$ cat src/verilog/crps_consts.vh
// Constants for the clock, reset and pin-state controller.
// Assumes a single 25 MHz ref_clk; included by bare name.
//
// What this block does
// - Clock output is input clock halved, even duty
// - Reset request aborts bus cycle, enters initial state
// - During reset every pin but the clock and crystal outputs takes reset level
// - Reset indicator lags reset request by three ref_clk edges
// - Release realigns clock, fetch starts at 0FFFF0H
// - Reset indicator high in reset, low otherwise
// - Clock and crystal outputs run in all states
// - Crystal output still drives in pin-float mode
// - Address/data pins: address phase then data phase
// - Address/data float in hold, reset and powerdown; powerdown keeps last value
// - Powerdown exit waits delay pin; drive/float it
// - Latch interrupt edge, service type 2
// - Wait instruction stalls until test input low
// - Pin-float mode floats address/data and delay pin, mutes strobe
`ifndef CRPS_CONSTS_VH
`define CRPS_CONSTS_VH

`define CRPS_RESET_VECTOR 20'hFFFF0
`define CRPS_NMI_TYPE 8'h02
`define CRPS_ADDR_W 20
`define CRPS_AD_W 16
`define CRPS_SYNC_STAGES 2
`define CRPS_SYNC_INIT 6'h1C
`define CRPS_PD_SETTLE_NS 1000
`define CRPS_CLK_PERIOD_NS 40
`define CRPS_BUS_8BIT_MASK 16'h00FF

`endif

$ cat src/verilog/crps_sync.v
// Two-stage synchroniser for a group of asynchronous levels.
// Assumes the inputs come from pins outside the ref_clk domain.
`timescale 1ns/1ns
`default_nettype none
module crps_sync #(
    parameter WIDTH = 1,
    parameter [WIDTH-1:0] INIT = {WIDTH{1'b0}}
) (
    // Clock and reset
    input wire ref_clk,
    input wire rst,
    // Levels
    input wire [WIDTH-1:0] async_in,
    output wire [WIDTH-1:0] sync_out
);
    reg [WIDTH-1:0] meta_r;
    reg [WIDTH-1:0] sync_r;

    // First stage feeds only the second
    always @(posedge ref_clk)
    begin
        if (rst)
        begin
            meta_r <= INIT;
            sync_r <= INIT;
        end
        else
        begin
            meta_r <= async_in;
            sync_r <= meta_r;
        end
    end

    assign sync_out = sync_r;
endmodule // crps_sync
`default_nettype wire

$ cat src/verilog/crps_edge_latch.v
// Sticky edge latch for the non-maskable interrupt.
// Assumes a synchronised, same-clock input level.
`timescale 1ns/1ns
`default_nettype none
module crps_edge_latch (
    // Clock and reset
    input wire ref_clk,
    input wire rst,
    // Event and acknowledge
    input wire level_in,
    input wire ack,
    output wire pending
);
    reg prev_r;
    reg pend_r;
    wire rise;

    assign rise = level_in & ~prev_r;

    always @(posedge ref_clk)
    begin
        if (rst)
        begin
            prev_r <= 1'b0;
            pend_r <= 1'b0;
        end
        else
        begin
            prev_r <= level_in;
            // Set wins over ack so a back-to-back edge is not lost
            pend_r <= rise | (pend_r & ~ack);
        end
    end

    assign pending = pend_r;
endmodule // crps_edge_latch
`default_nettype wire

$ cat src/verilog/crps_ctrl.v
// Clock, reset and pin-state controller for a 16-bit embedded processor.
// Assumes osc_input is the oscillator sampled on ref_clk; the core
// presents bus cycle requests and takes the fetch vector and NMI.
`timescale 1ns/1ns
`default_nettype none
`include "crps_consts.vh"
module crps_ctrl #(
    parameter BUS_8BIT = 0,
    parameter PD_SETTLE_CYC = (`CRPS_PD_SETTLE_NS + `CRPS_CLK_PERIOD_NS - 1)
                              / `CRPS_CLK_PERIOD_NS
) (
    // Clock and reset
    input wire ref_clk,
    input wire rst,
    // Oscillator pins
    input wire osc_input,
    output reg crystal_drive_out,
    output reg half_rate_clock_out,
    // Reset pins
    input wire reset_request_in_n,
    output reg reset_indicator_out,
    // Async pins
    input wire nmi_in,
    input wire wait_test_in_n,
    input wire upper_addr_test_select,
    // Powerdown delay pin
    input wire powerdown_delay_pin_i,
    output reg powerdown_delay_pin_o,
    output reg powerdown_delay_pin_oe,
    // Address/data pins
    input wire [`CRPS_AD_W-1:0] muxed_addr_data_i,
    output reg [`CRPS_AD_W-1:0] muxed_addr_data_o,
    output reg muxed_addr_data_oe,
    output reg addr_latch_strobe,
    // Core side
    input wire bus_hold_req,
    input wire powerdown_req,
    input wire wake_req,
    input wire core_bus_start,
    input wire core_bus_write,
    input wire [`CRPS_ADDR_W-1:0] core_addr,
    input wire [`CRPS_AD_W-1:0] core_wdata,
    input wire core_wait_instr,
    input wire nmi_ack,
    output reg [`CRPS_AD_W-1:0] core_rdata,
    output reg core_bus_done,
    output reg core_run,
    output reg [`CRPS_ADDR_W-1:0] fetch_addr,
    output reg fetch_start,
    output reg nmi_pending,
    output reg [7:0] nmi_type,
    output reg pin_float_test_mode
);
    // ************************************************
    // Synchronisers
    // ************************************************
    localparam SYNC_W = 6;
    wire [SYNC_W-1:0] sync_v;
    wire res_n_s, nmi_s, test_n_s, a19_s, pdt_s;
    wire osc_s;

    // Reset request idles asserted until seen high
    // The oscillator is a pin as well; its two cycles of lag are
    // harmless because it runs far slower than ref_clk
    crps_sync #(.WIDTH(SYNC_W), .INIT(`CRPS_SYNC_INIT)) u_sync (
        .ref_clk(ref_clk),
        .rst(rst),
        .async_in({osc_input, wait_test_in_n, upper_addr_test_select,
                   powerdown_delay_pin_i, nmi_in, reset_request_in_n}),
        .sync_out(sync_v)
    );
    assign res_n_s = sync_v[0];
    assign nmi_s = sync_v[1];
    assign pdt_s = sync_v[2];
    assign a19_s = sync_v[3];
    assign test_n_s = sync_v[4];
    assign osc_s = sync_v[5];

    wire nmi_pend_w;
    crps_edge_latch u_nmi (
        .ref_clk(ref_clk),
        .rst(rst),
        .level_in(nmi_s),
        .ack(nmi_ack),
        .pending(nmi_pend_w)
    );

    // ************************************************
    // Pin drive decode
    // ************************************************
    // Delay pin enable and strobe pass here; the address/data enable applies float mode itself
    function drive_ok;
        input want;
        input float_mode;
        begin
            drive_ok = want & ~float_mode;
        end
    endfunction

    // ************************************************
    // Operating state
    // ************************************************
    localparam [4:0] ST_RESET = 5'h01;
    localparam [4:0] ST_RUN = 5'h02;
    localparam [4:0] ST_HOLD = 5'h04;
    localparam [4:0] ST_PDOWN = 5'h08;
    localparam [4:0] ST_WAKE = 5'h10;

    localparam [2:0] BP_IDLE = 3'h1;
    localparam [2:0] BP_ADDR = 3'h2;
    localparam [2:0] BP_DATA = 3'h4;

    reg [4:0] state_r, state_nxt;
    reg [2:0] bus_r, bus_nxt;
    reg [15:0] wake_cnt_r, wake_cnt_nxt;
    reg float_r, float_nxt;
    reg res_prev_r;
    reg div_r;
    reg osc_prev_r;
    reg bus_wr_r;
    reg [`CRPS_AD_W-1:0] bus_wdata_r;
    reg [`CRPS_AD_W-1:0] ad_hold_r;

    wire in_reset = ~res_n_s;
    wire release_evt = res_n_s & ~res_prev_r;
    wire osc_fall = osc_prev_r & ~osc_s;
    wire [`CRPS_AD_W-1:0] bus_mask = BUS_8BIT ? `CRPS_BUS_8BIT_MASK : {`CRPS_AD_W{1'b1}};

    always @*
    begin
        state_nxt = state_r;
        wake_cnt_nxt = wake_cnt_r;
        float_nxt = float_r;
        case (state_r)
            ST_RESET:
            begin
                // Float mode is strapped while reset is held
                float_nxt = ~a19_s;
                if (release_evt)
                    state_nxt = ST_RUN;
            end
            ST_RUN:
            begin
                if (bus_r == BP_IDLE && powerdown_req)
                    state_nxt = ST_PDOWN;
                else if (bus_r == BP_IDLE && bus_hold_req)
                    state_nxt = ST_HOLD;
            end
            ST_HOLD:
            begin
                if (!bus_hold_req)
                    state_nxt = ST_RUN;
            end
            ST_PDOWN:
            begin
                wake_cnt_nxt = 16'h0000;
                if (wake_req | nmi_pend_w)
                    state_nxt = ST_WAKE;
            end
            ST_WAKE:
            begin
                // Wait both the timer pin and a minimum settle time
                // The settle count also covers the lag of the delay pin sync
                if (wake_cnt_r < PD_SETTLE_CYC[15:0])
                    wake_cnt_nxt = wake_cnt_r + 16'h0001;
                else if (pdt_s)
                    state_nxt = ST_RUN;
            end
            default:
                state_nxt = ST_RESET;
        endcase
        if (in_reset)
            state_nxt = ST_RESET;
    end

    // ************************************************
    // Bus phase sequencer
    // ************************************************
    always @*
    begin
        bus_nxt = bus_r;
        case (bus_r)
            BP_IDLE:
                if (state_r == ST_RUN && core_bus_start && !bus_hold_req && !powerdown_req)
                    bus_nxt = BP_ADDR;
            BP_ADDR:
                bus_nxt = BP_DATA;
            BP_DATA:
                bus_nxt = BP_IDLE;
            default:
                bus_nxt = BP_IDLE;
        endcase
        if (in_reset)
            bus_nxt = BP_IDLE;
    end

    always @(posedge ref_clk)
    begin
        if (rst)
        begin
            state_r <= ST_RESET;
            bus_r <= BP_IDLE;
            wake_cnt_r <= 16'h0000;
            float_r <= 1'b0;
            res_prev_r <= 1'b0;
            div_r <= 1'b0;
            osc_prev_r <= 1'b0;
            bus_wr_r <= 1'b0;
            bus_wdata_r <= {`CRPS_AD_W{1'b0}};
            ad_hold_r <= {`CRPS_AD_W{1'b0}};
        end
        else
        begin
            state_r <= state_nxt;
            bus_r <= bus_nxt;
            wake_cnt_r <= wake_cnt_nxt;
            float_r <= float_nxt;
            res_prev_r <= res_n_s;
            osc_prev_r <= osc_s;
            // Divider runs in every state; release realigns its phase
            if (release_evt)
                div_r <= 1'b0;
            else if (osc_fall)
                div_r <= ~div_r;
            if (bus_r == BP_IDLE && bus_nxt == BP_ADDR)
            begin
                bus_wr_r <= core_bus_write;
                bus_wdata_r <= core_wdata & bus_mask;
            end
            if (muxed_addr_data_oe)
                ad_hold_r <= muxed_addr_data_o;
        end
    end

    // ************************************************
    // Registered pins
    // ************************************************
    always @(posedge ref_clk)
    begin
        if (rst)
        begin
            crystal_drive_out <= 1'b0;
            half_rate_clock_out <= 1'b0;
            reset_indicator_out <= 1'b1;
            powerdown_delay_pin_o <= 1'b0;
            powerdown_delay_pin_oe <= 1'b0;
            muxed_addr_data_o <= {`CRPS_AD_W{1'b0}};
            muxed_addr_data_oe <= 1'b0;
            addr_latch_strobe <= 1'b0;
            core_rdata <= {`CRPS_AD_W{1'b0}};
            core_bus_done <= 1'b0;
            core_run <= 1'b0;
            fetch_addr <= {`CRPS_ADDR_W{1'b0}};
            fetch_start <= 1'b0;
            nmi_pending <= 1'b0;
            nmi_type <= 8'h00;
            pin_float_test_mode <= 1'b0;
        end
        else
        begin
            // Crystal drive never floats, even in float mode
            crystal_drive_out <= ~osc_s;
            // Forcing zero on release realigns the output to the oscillator
            half_rate_clock_out <= release_evt ? 1'b0 : (osc_fall ? ~div_r : div_r);
            reset_indicator_out <= (state_nxt == ST_RESET);
            pin_float_test_mode <= float_nxt & ~in_reset;
            powerdown_delay_pin_o <= (state_nxt == ST_PDOWN);
            powerdown_delay_pin_oe <= drive_ok(state_nxt == ST_PDOWN, float_nxt);
            // The strobe is a pin too, so float mode silences it
            addr_latch_strobe <= drive_ok(bus_nxt == BP_ADDR, float_nxt);
            // A cycle cut by reset gives no done pulse
            core_bus_done <= (bus_r == BP_DATA) && !in_reset;
            if (bus_r == BP_DATA && !bus_wr_r)
                core_rdata <= muxed_addr_data_i & bus_mask;
            if (bus_nxt == BP_ADDR)
            begin
                muxed_addr_data_o <= core_addr[`CRPS_AD_W-1:0] & bus_mask;
                muxed_addr_data_oe <= ~float_nxt;
            end
            else if (bus_nxt == BP_DATA && bus_wr_r)
            begin
                muxed_addr_data_o <= bus_wdata_r;
                muxed_addr_data_oe <= ~float_nxt;
            end
            else if (state_nxt == ST_PDOWN)
            begin
                // Keep last level on the output through powerdown; the enable stays low
                muxed_addr_data_o <= ad_hold_r;
                muxed_addr_data_oe <= muxed_addr_data_oe & ~float_nxt;
            end
            else
                muxed_addr_data_oe <= 1'b0;
            core_run <= (state_nxt == ST_RUN) && !(core_wait_instr && test_n_s);
            // Fetch restarts from the vector on every release, first or later
            fetch_start <= release_evt;
            if (release_evt)
                fetch_addr <= `CRPS_RESET_VECTOR;
            nmi_pending <= nmi_pend_w & ~in_reset;
            nmi_type <= `CRPS_NMI_TYPE;
        end
    end
endmodule // crps_ctrl
`default_nettype wire

$ cat config.mk
export PLATFORM = sky130hd
export DESIGN_NAME = crps_ctrl
export DESIGN_NICKNAME = d
export VERILOG_FILES = /design/src/verilog/crps_sync.v /design/src/verilog/crps_edge_latch.v /design/src/verilog/crps_ctrl.v
export VERILOG_INCLUDE_DIRS = /design/src /design/src/verilog
export SDC_FILE = /design/constraint.sdc
export NUM_CORES = 1
export LEC_CHECK = 0
export ABC_CLOCK_PERIOD_IN_PS = 2220
export BUFFER_PORTS_ARGS = -buffer_cell sky130_fd_sc_hd__buf_2
export CAP_MARGIN = 20
export CORE_MARGIN = 2
export CORE_UTILIZATION = 51
export CTS_CLUSTER_SIZE = 16
export DETAILED_ROUTE_END_ITERATION = 8
export PLACE_DENSITY = 0.86
export SLEW_MARGIN = 20
export SYNTH_ARGS = -nofsm -noshare
export SYNTH_HDL_FRONTEND = slang
export SYNTH_SLANG_ARGS = --single-unit
$ cat constraint.sdc
create_clock -name ref_clk -period 2.22 [get_ports ref_clk]
set_input_delay 0.111 -clock ref_clk [delete_from_list [all_inputs] [get_ports ref_clk]]
set_output_delay 0.111 -clock ref_clk [all_outputs]
set_load 0.02 [all_outputs]
## Yosys cells after proc, flatten, opt, wreduce, memory -nomap -nowiden

Index checks and enable logic that the tools add are counted.

| operators by class | value |
|---|---|
| bitwise logic cells | 18 |
| equality and inequality tests | 14 |
| mux-type cells | 22 |
| reductions and logical operators | 19 |
| add/sub/neg operators | 1 |
| $lt $le $gt $ge | 1 |

Operators with widths:

| cell | number |
|---|---|
| $mux W16 | 4 |
| $mux W5 | 8 |
| $pmux W16 S2 | 1 |
| $pmux W5 S5 | 1 |
| $add A16 B1 Y16 const B | 1 |
| $lt A16 B5 Y1 const B | 1 |
| $logic_and A1 B1 Y1 | 11 |
| $eq A5 B1 Y1 const B | 2 |
| $eq A5 B2 Y1 const B | 2 |
| $eq A5 B4 Y1 const B | 2 |
| $and A1 B1 Y1 | 9 |
| $not A1 Y1 | 7 |
| $eq A3 B2 Y1 const B | 2 |
| $eq A3 B3 Y1 const B | 2 |
| $mux W3 | 2 |
| $pmux W3 S2 | 1 |
| $eq A5 B3 Y1 const B | 1 |
| $eq A5 B5 Y1 const B | 1 |
| $logic_not A1 Y1 | 4 |
| $mux W1 | 4 |
| $eq A3 B1 Y1 const B | 1 |
| $reduce_bool A3 Y1 | 1 |
| $mux W2 | 1 |
| $ne A2 B2 Y1 const B | 1 |
| other kinds (4) | 5 |

| word-level totals | value |
|---|---|
| input port bits | 67 |
| word-level logic and storage cells | 104 |
| output and inout bits | 72 |
| flip-flop bits (word level) | 127 |

## Depth between registers and ports, before layout

| depth | value |
|---|---|
| depth after elaboration | 11 |
| mapped depth | 8 |
| gate-level depth less buffers | 7 |

## Modules after synthesis

From an unflattened synthesis, not the netlist that was laid out.

| second synthesis, totals | value |
|---|---|
| cell total of the unflattened synthesis | 551 |
| area total of the unflattened synthesis | 4943.5 sq um |

Modules (own cells, without submodules):

| module | cells an instance | times used | seq. area each (sq um) | area an instance (sq um) |
|---|---|---|---|---|
| crps_ctrl | 520 | 1 | 2122.0 | 4546.9 |
| crps_sync | 25 | 1 | 240.2 | 329.1 |
| crps_edge_latch | 6 | 1 | 40.0 | 67.6 |

## Least setup slack after synthesis

Ideal clock, no wire load.

| path | value |
|---|---|
| path type | reg-to-reg |
| start | reg wake_cnt_r[0] |
| end | reg core_run |
| path buffers | 0 |
| setup slack | 0.504 ns |
| data arrival time | 1.612 ns |
| stages on the path, launching flop included | 8 |
| period minus slack after synthesis | 1.716 ns |
| data required time | 2.116 ns |
| library setup time | 0.104 ns |
| cell sequence | dfxtp_1 -> inv_1 -> ha_1 -> nor2b_1 -> o2111ai_1 -> a31oi_1 -> o32a_1 -> a2111oi_2 |

| on the way | value |
|---|---|
| cells in the longest elaborated chain, start to end | 6 |

RTL lines:

| what | RTL line | RTL |
|---|---|---|
| from (decl) | crps_ctrl.v:115 | `reg [15:0] wake_cnt_r, wake_cnt_nxt;` |
| from (signal assigned) | crps_ctrl.v:216 | `wake_cnt_r <= wake_cnt_nxt;` |
| $lt A16 B5 Y1 | crps_ctrl.v:164 | `if (wake_cnt_r < PD_SETTLE_CYC[15:0])` |
| $mux W5 | crps_ctrl.v:164 |  |
| $pmux W5 S5 | crps_ctrl.v:134 | `case (state_r)` |
| $mux W5 | crps_ctrl.v:172 | `if (in_reset)` |
| $eq A5 B2 Y1 | crps_ctrl.v:293 | `core_run <= (state_nxt == ST_RUN) && !(core_wait_instr && test_n_s);` |
| $logic_and A1 B1 Y1 | crps_ctrl.v:293 |  |
| to (signal assigned) | crps_ctrl.v:293 |  |
| to (decl) | crps_ctrl.v:47 | `output reg core_run,` |

No other way between the ends.
A chain may end at the register's enable or synchronous reset.

## Final worst setup path

| path | value |
|---|---|
| start | reg state_r[2] |
| end | reg muxed_addr_data_o[15] |

| on the way | value |
|---|---|
| cells in the longest elaborated chain, start to end | 11 |
| elaborated cells on any way between the ends | 27 |
| those cells by class | eq/ne (8); mux (14); reduce/logical (5) |

RTL lines:

| what | RTL line | RTL |
|---|---|---|
| from (decl) | crps_ctrl.v:113 | `reg [4:0] state_r, state_nxt;` |
| from (signal assigned) | crps_ctrl.v:214 | `state_r <= state_nxt;` |
| $eq A5 B2 Y1 | crps_ctrl.v:134, crps_ctrl.v:184 |  |
| $logic_and A1 B1 Y1 (3 in a row) | crps_ctrl.v:184 | `if (state_r == ST_RUN && core_bus_start && !bus_hold_req && !powerdown_req)` |
| $mux W3 | crps_ctrl.v:184 |  |
| $pmux W3 S2 | crps_ctrl.v:182 | `case (bus_r)` |
| $mux W3 | crps_ctrl.v:193 | `if (in_reset)` |
| $eq A3 B3 Y1 | crps_ctrl.v:280 | `else if (bus_nxt == BP_DATA && bus_wr_r)` |
| $logic_and A1 B1 Y1 | crps_ctrl.v:280 |  |
| $mux W16 | crps_ctrl.v:280 |  |
| $mux W16 | crps_ctrl.v:275 | `if (bus_nxt == BP_ADDR)` |
| to (signal assigned) | crps_ctrl.v:277 | `` muxed_addr_data_o <= core_addr[`CRPS_AD_W-1:0] & bus_mask; `` |
| to (signal assigned) | crps_ctrl.v:282 | `muxed_addr_data_o <= bus_wdata_r;` |
| to (signal assigned) | crps_ctrl.v:288 | `muxed_addr_data_o <= ad_hold_r;` |
| to (decl) | crps_ctrl.v:32 | `` output reg [`CRPS_AD_W-1:0] muxed_addr_data_o, `` |

Parallel ways exist; a longest one is shown, timed or not.

==> reports/results.ini <==
[worst_setup_path]
cpMaxStageDelayCell = a31oi_4
path_class = flop to flop
reg2reg_setup_slack_ns = 0.23
reg2reg_from = state_r[2]
r2r_end = muxed_addr_data_o[15]
worstSetupStartpointType = flop
crit_end = muxed_addr_data_o[15]
end_kind = flop
path_depth = 5
critPathBufInv = 0
worst_ep_arrival_time_ns = 2.44
cp.required_ns = 2.67
startpoint = state_r[2]
worstPathCellList = nor3_4 > and3_1 > o21ai_2 > a31oi_4 > a22o_1
r2r_cells = 5
worstPathMaxFanout = 16
slowest_delay_ns = 0.50
cp_top_family = compound AO/OA/AOI/OAI gates

[cells_and_area]
n_antenna_cell = 0
nFillCells = 668
design_area_um2 = 6430
multi_input_area_um2 = 2020
num-nets-final = 742
seqCellArea_um2 = 2400
drive_gt1_share_pct = 26.0
area_growth_pct = 36.1

[floorplan]
die_area_um2 = 10100
core_area_um2 = 9110
rows = 35
fp.dieH_um = 100
num_io_pins = 139
start_util_pct = 51.9
die_w_um = 100

[clocking]
cts_htree_levels = 4
clock-sinks = 120
clkTransAtPathRegs_ns = 0.06
cts_max_path_buffers = 2
cts_root_buf = clkbuf_8
post_cts_buffers = 0
cts_buffers = 17
worstSkewPairLatency_ns = 0.51
post_cts_resized = 0
cts_tree = built

[drt]
antenna_left = 0
route.met2.wl_mm = 5.84
drt_pass1_iterations = 4
vias = 4116
wl_met3_um = 643
routedWlPerCell_um = 14.5
met1_length_mm = 4.86
drtIter0Drc = 178
drcViolationCount = 0
routed.top_layer = met4
routed_via_density = 5.18
wl_mm = 11.5

[synthesis]
yosys.cell_count.top_type = dfxtp_1
synth_compound_area_share_pct = 12.9
yosys_warnings = 0
synth_xor_area_share_pct = 0.371
synthMuxAreaShare_pct = 6.99
netlist.area_leader.share_pct = 50.8
syn_avg_cell_area_um2 = 9.21
synthCells = 513
synth_fa_ha_area_share_pct = 0.530
synth_top_family_by_area = simple AND/OR/NAND/NOR gates
synth-simple-area-share_pct = 20.9
synthFlopType = dfxtp_1
synth_common_cells = 120 x dfxtp_1, 78 x nand2_1, 68 x nor2_1
syn-cell-area_um2 = 4730
yosys-top-cells-area = dfxtp_1 51%, mux2i_1 7.0%, nand2_1 6.2%
ys_seq_area_share_pct = 50.8
synth-async-reset-ratio_pct = 0
synth_top_cell_by_area = dfxtp_1
yosys_register_bits = 120
synth_edf_count = 0
synth.distinct_cells = 51

[sta]
min_period_ns = 1.99
rsz0062_at_grt = false
max_freq_mhz = 501
skew_ns = 0.0123
finalSetupViolations = 0
worstMarginPinSlew_ns = 0.692
hold_viol = 0
final.setup.tns_ns = 0
post-route-period-util_pct = 89.9
slew_headroom_pct = 53.9
drv_slew = 0

[grt]
antenna_found_initial = 0
grt_pass1_vias = 4060
track_usage_pct = 23.4
grt_first_pass_wirelength_mm = 18.5
grt_max_degree = 53
gr-total-overflow = 0

[job]
maxCapViolCount = 0

[pwr]
p_leak_nw = 2.93
power_density_nw_per_um2 = 826
ir_worst_vdd_uv = 514

[placement]
place_area_um2 = 5290
hpwlAfterDp_mm = 7.18
portBuffers = 123
routabilityCongestion = 0.853

[worst_hold_path]
min_path_type = input port to flop

[outcome]
status = finished, final reports clean

-- how the worst min path moves through the flow --
| stage | from | endpoint | cells past startpoint |
|---|---|---|---|
| detailed placement | wait_test_in_n | u_sync.meta_r[4] | 2 |
| finish | core_addr[10] | muxed_addr_data_o[10] | 4 |
| CTS | core_addr[10] | muxed_addr_data_o[10] | 4 |
| global placement | wait_test_in_n | u_sync.meta_r[4] | 2 |
| floorplan | core_wait_instr | core_run | 1 |
| global route | core_addr[14] | muxed_addr_data_o[14] | 4 |
-- report_power, final --
| group | leakage (nW) | internal [mW] | switching [mW] | total [mW] |
|---|---|---|---|---|
| registers | 0.970 | 2.17 | 0.00992 | 2.18 |
| logic | 1.66 | 0.130 | 0.128 | 0.258 |
| clock network | 0.304 | 1.97 | 0.897 | 2.87 |
-- layout by cell type (no fill, tap or decap), drive strengths merged, types with 3 or more instances in the layout --
cell | netlist | routed
nor2b | 12 | 12
inv | 7 | 7
a21oi | 19 | 19
and2 | 11 | 11
a31oi | 20 | 20
nand2 | 78 | 78
a22o | 16 | 16
or2 | 8 | 8
nand2b | 3 | 3
and3 | 3 | 3
nor3 | 11 | 11
a21o | 5 | 5
nand3 | 3 | 3
nor4 | 3 | 3
bufinv | 0 | 5
clkinv | 0 | 3
conb | 1 | 11
clkbuf | 17 | 21
o21ai | 5 | 5
nor2 | 69 | 69
dfxtp | 120 | 120
o21a | 6 | 6
buf | 35 | 131
mux2i | 33 | 33
dlygate4sd3 | 0 | 52
-- what timing repair did --
item	in CTS	in global routing
setup endpoints to repair	0	0
hold endpoints to repair	52	0
hold buffers	52	0
-- worst register-to-register path, cell delays in order, from the launching register on --
cell and delay [ns]:
dfxtp_1 0.41, nor3_4 0.32, and3_1 0.34, o21ai_2 0.12, a31oi_4 0.50, a22o_1 0.24
-- cell families after synthesis --
group                      after synthesis
DFF                                    120
and+or+nand+nor                        211
adders and majority gates                2
buffers and inverters                   59
other                                    1
muxes                                   33
xor gates and xnor gates                 2
AOI/OAI and AO/OA                       85
-- layer usage --
layer  vias up  global-route usage, %
li1       2021                      -
met3        13                   6.48
met1      1948                   26.7
met5         -                      0
met2       134                   40.8
met4         0                   10.2
-- per-stage QoR --
step | hold WS (ns) | std cells | utilization (%) | setup WS (ns) | total power, mW
6_report | 0.0239 | 795 | 70.6 | 0.225 | 5.31
5_1_grt | 0.0406 | 795 | 70.6 | 0.0829 | 5.47
4_1_cts | 0.00512 | 795 | 70.6 | 0.257 | 5.35
3_5_place_dp | 0.297 | 713 | 58.0 | 0.284 | 2.41
3_3_place_gp | 0.296 | 713 | 58.0 | 0.355 | 2.41
2_1_floorplan | 0.204 | 523 | - | 0.504 | 2.36
-- final cells by class --
type | instances | area share [%]
tap | 111 | 2.16
multi-input combinational | 344 | 31.4
inverter | 7 | 0.409
clock inverter | 9 | 2.69
sequential | 120 | 37.4
clock buffer | 21 | 6.99
timing repair buffer | 183 | 19.0
-- flip-flops by register name (all words and copies together) (netlist names), 3 cells and up --
register	cells
ad_hold_r	16
bus_r	3
bus_wdata_r	16
core_rdata	16
muxed_addr_data_o	16
state_r	5
u_sync.meta_r	6
u_sync.sync_out	6
wake_cnt_r	16
Power figures use the tool's default switching activity.
